--- src/design/sps_pkg.sv ---
package sps_pkg;
    // always-on clock figures
    localparam int unsigned CLK_FREQ_HZ = 200_000_000;
    localparam int unsigned CLK_PERIOD_NS = 5;
    // forced power-off hold time, figure as printed
    localparam int unsigned FORCE_OFF_HOLD_S = 4;
    localparam longint unsigned FORCE_OFF_CYCLES =
        longint'(FORCE_OFF_HOLD_S) * longint'(CLK_FREQ_HZ);
    // switch debounce settle time
    localparam int unsigned DEBOUNCE_US = 10_000;
    localparam longint unsigned DEBOUNCE_CYCLES =
        (longint'(DEBOUNCE_US) * 1000) / longint'(CLK_PERIOD_NS);
    // values after reset
    localparam logic SUPPLY_ON_RST = 1'b0;
    localparam logic SYNC_RST = 1'b0;

    typedef enum logic [2:0] {
        SPS_AC_CHECK,
        SPS_STANDBY,
        SPS_SELF_TEST,
        SPS_LEGACY_RUN,
        SPS_ACPI_RUN,
        SPS_HOLD_RELEASE
    } sps_state_t;

    // stored options held in battery-backed configuration memory
    typedef struct packed {
        logic cfg_valid;
        logic restore_power_on_ac_return;
    } sps_cfg_t;

    // software-visible boot phase reported by firmware
    typedef struct packed {
        logic post_done;
        logic acpi_os;
    } sps_sw_t;
endpackage : sps_pkg

--- src/design/sps_debounce.sv ---
`timescale 1ns/1ps
module sps_debounce
    import sps_pkg::*;
#(
    parameter longint unsigned SETTLE_CYCLES = DEBOUNCE_CYCLES
) (
    // clock and reset
    input wire logic core_clk,
    input wire logic reset,
    // raw pin, active low
    input wire logic raw_n,
    // clean level, high while pressed
    output logic pressed
);
    logic meta_r, sync_r, pressed_r, pressed_nxt;
    logic [31:0] cnt_r, cnt_nxt;

    // two-stage synchroniser; the first stage feeds only the second
    always_ff @(posedge core_clk or posedge reset) begin
        if (reset) begin
            meta_r <= SYNC_RST;
            sync_r <= SYNC_RST;
        end else begin
            meta_r <= ~raw_n;
            sync_r <= meta_r;
        end
    end

    // level must stay steady for the whole settle time before accepted
    always_comb begin
        pressed_nxt = pressed_r;
        cnt_nxt = 32'h0000_0000;
        if (sync_r != pressed_r) begin
            cnt_nxt = cnt_r + 32'h0000_0001;
            if (cnt_r >= 32'(SETTLE_CYCLES - 1)) begin
                pressed_nxt = sync_r;
                cnt_nxt = 32'h0000_0000;
            end
        end
    end

    always_ff @(posedge core_clk or posedge reset) begin
        if (reset) begin
            pressed_r <= SYNC_RST;
            cnt_r <= 32'h0000_0000;
        end else begin
            pressed_r <= pressed_nxt;
            cnt_r <= cnt_nxt;
        end
    end

    assign pressed = pressed_r;
endmodule : sps_debounce

--- src/design/sps_sequencer.sv ---
`timescale 1ns/1ps
module sps_sequencer
    import sps_pkg::*;
#(
    parameter longint unsigned HOLD_CYCLES = FORCE_OFF_CYCLES,
    parameter longint unsigned SETTLE_CYCLES = DEBOUNCE_CYCLES
) (
    // always-on clock, reset on AC restore
    input wire logic core_clk,
    input wire logic reset,
    // front-panel standby switch, low while pressed
    input wire logic standby_sw_n,
    // battery-backed options, stable while running
    input wire sps_cfg_t cfg,
    // boot phase from firmware
    input wire sps_sw_t sw_phase,
    // software power-off request (ACPI OS)
    input wire logic sw_off_req,
    // wake event (e.g. alarm) from always-on logic
    input wire logic wake_event,
    // supply control and status
    output logic supply_on,
    output logic forced_off,
    output sps_state_t state
);
    logic pressed, pressed_q_r, press;
    logic hold_hit;
    logic [39:0] hold_cnt_r, hold_cnt_nxt;
    sps_state_t state_r, state_nxt;
    logic supply_r, supply_nxt, forced_r, forced_nxt;

    sps_debounce #(.SETTLE_CYCLES(SETTLE_CYCLES)) u_deb (
        .core_clk(core_clk),
        .reset(reset),
        .raw_n(standby_sw_n),
        .pressed(pressed)
    );

    // press is the clean rising edge of the debounced switch
    assign press = pressed & ~pressed_q_r;
    assign hold_hit = (hold_cnt_r >= 40'(HOLD_CYCLES));

    // hold timer saturates so a stuck switch never re-triggers power-on
    always_comb begin
        hold_cnt_nxt = 40'h00_0000_0000;
        if (pressed) begin
            hold_cnt_nxt = hold_hit ? hold_cnt_r : hold_cnt_r + 40'h1;
        end
    end

    // power state sequence
    always_comb begin
        state_nxt = state_r;
        supply_nxt = supply_r;
        forced_nxt = 1'b0;
        case (state_r)
            SPS_AC_CHECK: begin
                // wake events from before the outage were cleared by the
                // AC reset; only restore option can power up here
                if (cfg.cfg_valid && cfg.restore_power_on_ac_return) begin
                    state_nxt = SPS_SELF_TEST;
                    supply_nxt = 1'b1;
                end else begin
                    state_nxt = SPS_STANDBY;
                end
            end
            SPS_STANDBY: begin
                supply_nxt = 1'b0;
                if (press || wake_event) begin
                    state_nxt = SPS_SELF_TEST;
                    supply_nxt = 1'b1;
                end
            end
            SPS_SELF_TEST, SPS_LEGACY_RUN: begin
                if (press) begin
                    state_nxt = SPS_HOLD_RELEASE;
                    supply_nxt = 1'b0;
                end else if (state_r == SPS_SELF_TEST && sw_phase.post_done)
                begin
                    state_nxt = sw_phase.acpi_os ? SPS_ACPI_RUN
                                                 : SPS_LEGACY_RUN;
                end
            end
            SPS_ACPI_RUN: begin
                // short press goes to the OS; only its request or a long hold turns off
                if (sw_off_req) begin
                    state_nxt = SPS_STANDBY;
                    supply_nxt = 1'b0;
                end
            end
            SPS_HOLD_RELEASE: begin
                // wait for release so the same press cannot power back up
                supply_nxt = 1'b0;
                if (!pressed) begin
                    state_nxt = SPS_STANDBY;
                end
            end
            default: begin
                state_nxt = SPS_STANDBY;
                supply_nxt = 1'b0;
            end
        endcase
        // long hold overrides every software state
        if (hold_hit && supply_r) begin
            state_nxt = SPS_HOLD_RELEASE;
            supply_nxt = 1'b0;
            forced_nxt = 1'b1;
        end
    end

    always_ff @(posedge core_clk or posedge reset) begin
        if (reset) begin
            state_r <= SPS_AC_CHECK;
            supply_r <= SUPPLY_ON_RST;
            forced_r <= 1'b0;
            pressed_q_r <= 1'b0;
            hold_cnt_r <= 40'h00_0000_0000;
        end else begin
            state_r <= state_nxt;
            supply_r <= supply_nxt;
            forced_r <= forced_nxt;
            pressed_q_r <= pressed;
            hold_cnt_r <= hold_cnt_nxt;
        end
    end

    assign supply_on = supply_r;
    assign forced_off = forced_r;
    assign state = state_r;
endmodule : sps_sequencer

--- config.mk ---
export PLATFORM = sky130hd
export DESIGN_NAME = sps_sequencer
export DESIGN_NICKNAME = d
export VERILOG_FILES = /design/src/design/sps_pkg.sv /design/src/design/sps_debounce.sv /design/src/design/sps_sequencer.sv
export SDC_FILE = /design/constraint.sdc
export NUM_CORES = 1
export LEC_CHECK = 0
export BUFFER_PORTS_ARGS = -buffer_cell sky130_fd_sc_hd__buf_2
export CAP_MARGIN = 20
export CORE_MARGIN = 10
export CORE_UTILIZATION = 45
export DETAILED_ROUTE_END_ITERATION = 6
export GPL_ROUTABILITY_DRIVEN = 0
export PLACE_DENSITY_LB_ADDON = 0.08
export SLEW_MARGIN = 20
export SYNTH_ARGS = -nofsm -noshare
export SYNTH_HDL_FRONTEND = slang
export SYNTH_HIERARCHICAL = 1
export SYNTH_SLANG_ARGS = --single-unit
--- constraint.sdc ---
create_clock -name core_clk -period 2.5 [get_ports core_clk]
set_clock_uncertainty 0.2 [all_clocks]
set_input_delay 0.5 -clock core_clk [delete_from_list [all_inputs] [get_ports core_clk]]
set_output_delay 0.5 -clock core_clk [all_outputs]
set_load 0.05 [all_outputs]
==> impl_metrics.py <==
metrics = {
    "synth": {
        "yosysWarnings": 6,
        "synth_cell_type_count": 47,
        "syn-instance-count": 371,
        "ys_seq_elements": 81,
        "synth_area_leaders": "dfrtp_1, xor2_1, and2_1, nor2_2, nor4_1",
        "async_flop_share": 1.00,
        "synth_ff_type": "dfrtp_1",
        "synthesis.area_um2": 3930,
        "yosysTopAreaCellShare": 0.516,
        "synth-edff-count": 0,
        "ys_seq_area_frac": 0.516,
        "yosysTopAreaCell": "dfrtp_1",
        "synth.avg_cell_area_um2": 10.6,
    },
    "timing": {
        "drv_slew": 0,
        "fmax_mhz": 412,
        "fin_crit_sh": 0.971,
        "rsz0062_at_grt": "true",
        "fin_ws_ps": 72.4,
        "final_hold_viol_count": 0,
        "whs_ps": 72.9,
        "setup-violations-final": 0,
        "period_needed_ps": 2430,
    },
    "floorplan": {
        "core_um2": 8590,
        "fp.dieW_um": 113,
        "die-area_um2": 12900,
        "start_util": 0.457,
        "rows": 34,
        "pin_count": 14,
        "die-height_um": 113,
    },
    "route": {
        "ant_nets": 0,
        "first_iter_violations": 106,
        "dr_wl_met2_mm": 3.34,
        "drcViolationCount": 0,
        "wl_met1_mm": 3.47,
        "wl_met3_um": 187,
        "drt-total-wl_mm": 7.13,
        "wl_per_cell_um": 13.7,
        "drt-pass1-iter-count": 4,
        "via_per_inst": 5.12,
        "routed.top_layer": "met4",
        "via_count": 2663,
    },
    "placement": {
        "port_buffers": 13,
        "place_ws_ps": 78.5,
        "hpwl_mm": 4.72,
    },
    "setup_path": {
        "cp_common_cell": "or4_1",
        "critical_path_class": "reg -> reg",
        "cp_slowest_cell": "or4_1",
        "endpoint_kind": "flip-flop",
        "max_stage_delay_ps": 540,
        "crit_fanout": 5,
        "required_ps": 2580,
        "startpoint_type": "flip-flop",
        "crit_path_cell_trace": "or4_1 > o2111ai_2 > a21oi_2 > or2_4 > or4_1 > a21boi_1",
        "reg2reg_slack_ps": 70,
        "arrival_ps": 2500,
    },
    "final_layout": {
        "antenna_cells": 0,
        "drive_above_1_share": 0.204,
        "syn2layout_area_growth_pct": 14.0,
        "finalNetCount": 419,
    },
    "pwr": {
        "leakage_nw": 2.04,
        "vdd_drop_max_uv": 307,
        "powerDensity_nw_per_um2": 626,
    },
    "status": {
        "status": "completed",
    },
    "cts": {
        "tritoncts": "done",
        "cts_made_buffers": 9,
        "clkSinkCount": 81,
        "clkTransAtPathRegs_ps": 90,
        "clock_latency_ps": 350,
        "root_buffer": "clkbuf_8",
        "cts.htree.levels": 3,
        "clockBufferDepth": 2,
    },
    "run": {
        "max_cap_violations": 0,
    },
    "min_path": {
        "hp-class": "in -> reg",
    },
    "global_routing": {
        "grt_max_degree": 47,
        "grtUsageTotal": 0.115,
        "grt_pass1_wl_mm": 12.3,
        "grt_pass1_vias": 2636,
        "grt.overflow.total": 0,
        "antenna_found_initial": 0,
    },
}
[per-stage QoR]
stage | instances | setup TNS [ps] | utilization | total power [W] | area (um^2)
CTS | 519 | 0 | 0.516 | 0.00284 | 4440
floorplan | 381 | 0 | - | 0.00172 | 3970
global placement | 502 | 0 | 0.491 | 0.00181 | 4220
global route | 520 | -18.8 | 0.521 | 0.00295 | 4480
finish | 520 | 0 | 0.521 | 0.00280 | 4480
detailed placement | 502 | 0 | 0.491 | 0.00181 | 4220
[cell usage after synthesis (2+ instances only)]
master,number
a211o_1,2
a211oi_1,2
a21oi_1,7
and2_1,34
and3_1,3
and4_1,6
buf_6,2
clkbuf_1,13
dfrtp_1,81
ha_1,3
inv_1,14
mux2i_1,3
nand2_1,27
nand2b_1,3
nand3_1,18
nand4_1,14
nor2_1,10
nor2_2,18
nor2_4,2
nor3_1,13
nor3b_1,3
nor4_1,17
nor4_2,2
nor4_4,2
o21a_1,2
o21ai_0,3
o21bai_1,2
o31ai_1,2
or2_2,2
or4_1,3
xnor2_1,9
xor2_1,34
[path summary, 6_finish.rpt]
| kind | cells after the start | end | start |
|---|---|---|---|
| min in group asynchronous | 3 | hold_cnt_r[32] | reset |
| max reg2reg | 6 | hold_cnt_r[11] | hold_cnt_r[12] |
| min reg2reg | 0 | u_deb/sync_r | u_deb/meta_r |
| max | 6 | hold_cnt_r[11] | hold_cnt_r[12] |
| min | 2 | u_deb/meta_r | standby_sw_n |
| max in group asynchronous | 4 | hold_cnt_r[14] | reset |
[area by class of cell]
cell class	instances	area (um^2)
tap	108	135
sequential	81	2030
multi-input combinational	271	1850
inverter	14	52.6
clock inverter	7	83.8
fill	804	4120
timing repair buffer	30	208
clock buffer	9	124
[routing by layer]
layer / vias to the layer above / GRT usage
met1: 1283 / 0.144
met4: 0 / 0.0550
met3: 10 / 0.0262
met5: - / 0
met2: 28 / 0.184
li1: 1342 / -
[registers in the layout, summed over array words and instances, names as in the netlist]
name / count
u_deb/cnt_r: 32
supply_on: 1
u_deb/meta_r: 1
forced_off: 1
hold_cnt_r: 40
state: 3
pressed_q_r: 1
u_deb/sync_r: 1
u_deb/pressed: 1
[layout by cell type, fill, tap and decap left out, types with 4 or more instances in the layout]
master,netlist,final
a21oi_1,7,7
and2_1,34,34
and4_1,6,6
buf_2,0,13
buf_4,0,15
clkbuf_8,0,9
conb_1,1,11
dfrtp_1,81,81
inv_1,14,13
inv_6,0,4
nand2_1,27,27
nand3_1,18,18
nand4_1,14,14
nor2_1,10,10
nor2_2,18,18
nor3_1,13,13
nor4_1,17,12
nor4_2,2,7
xnor2_1,9,9
xor2_1,34,34
[cells by family (layout without fill, tap and decap cells)]
logic type                 Yosys count  after routing  synth area share
and+or+nand+nor                    182            182             0.278
DFF                                 81             81             0.516
xor gates and xnor gates            43             43            0.0959
buffers and inverters               29             60            0.0315
AOI/OAI and AO/OA                   28             28            0.0567
muxes                                4              4            0.0115
adders and majority gates            3              3           0.00956
other                                1             11          0.000955
[repair_timing]
action | CTS | global route
setup buffers | 0 | 1
gates resized for setup | 0 | 5
endpoints found under the setup margin | 0 | 7
hold endpoints to repair | 14 | 0
hold buffers | 1 | 0
[critical path: cells and delay by family, from the launching register on]
family             cells  cell delay, ps
and+or+nand+nor        3            1310
DFF                    1             410
AOI/OAI and AO/OA      3             430
[report_power, final]
| group | switching, W | internal, W |
|---|---|---|
| Sequential | 0.0000690 | 0.00136 |
| Combinational | 0.000239 | 0.000123 |
| Clock | 0.000531 | 0.000483 |
| Total | 0.000840 | 0.00196 |
Power figures use the tool's default switching activity.
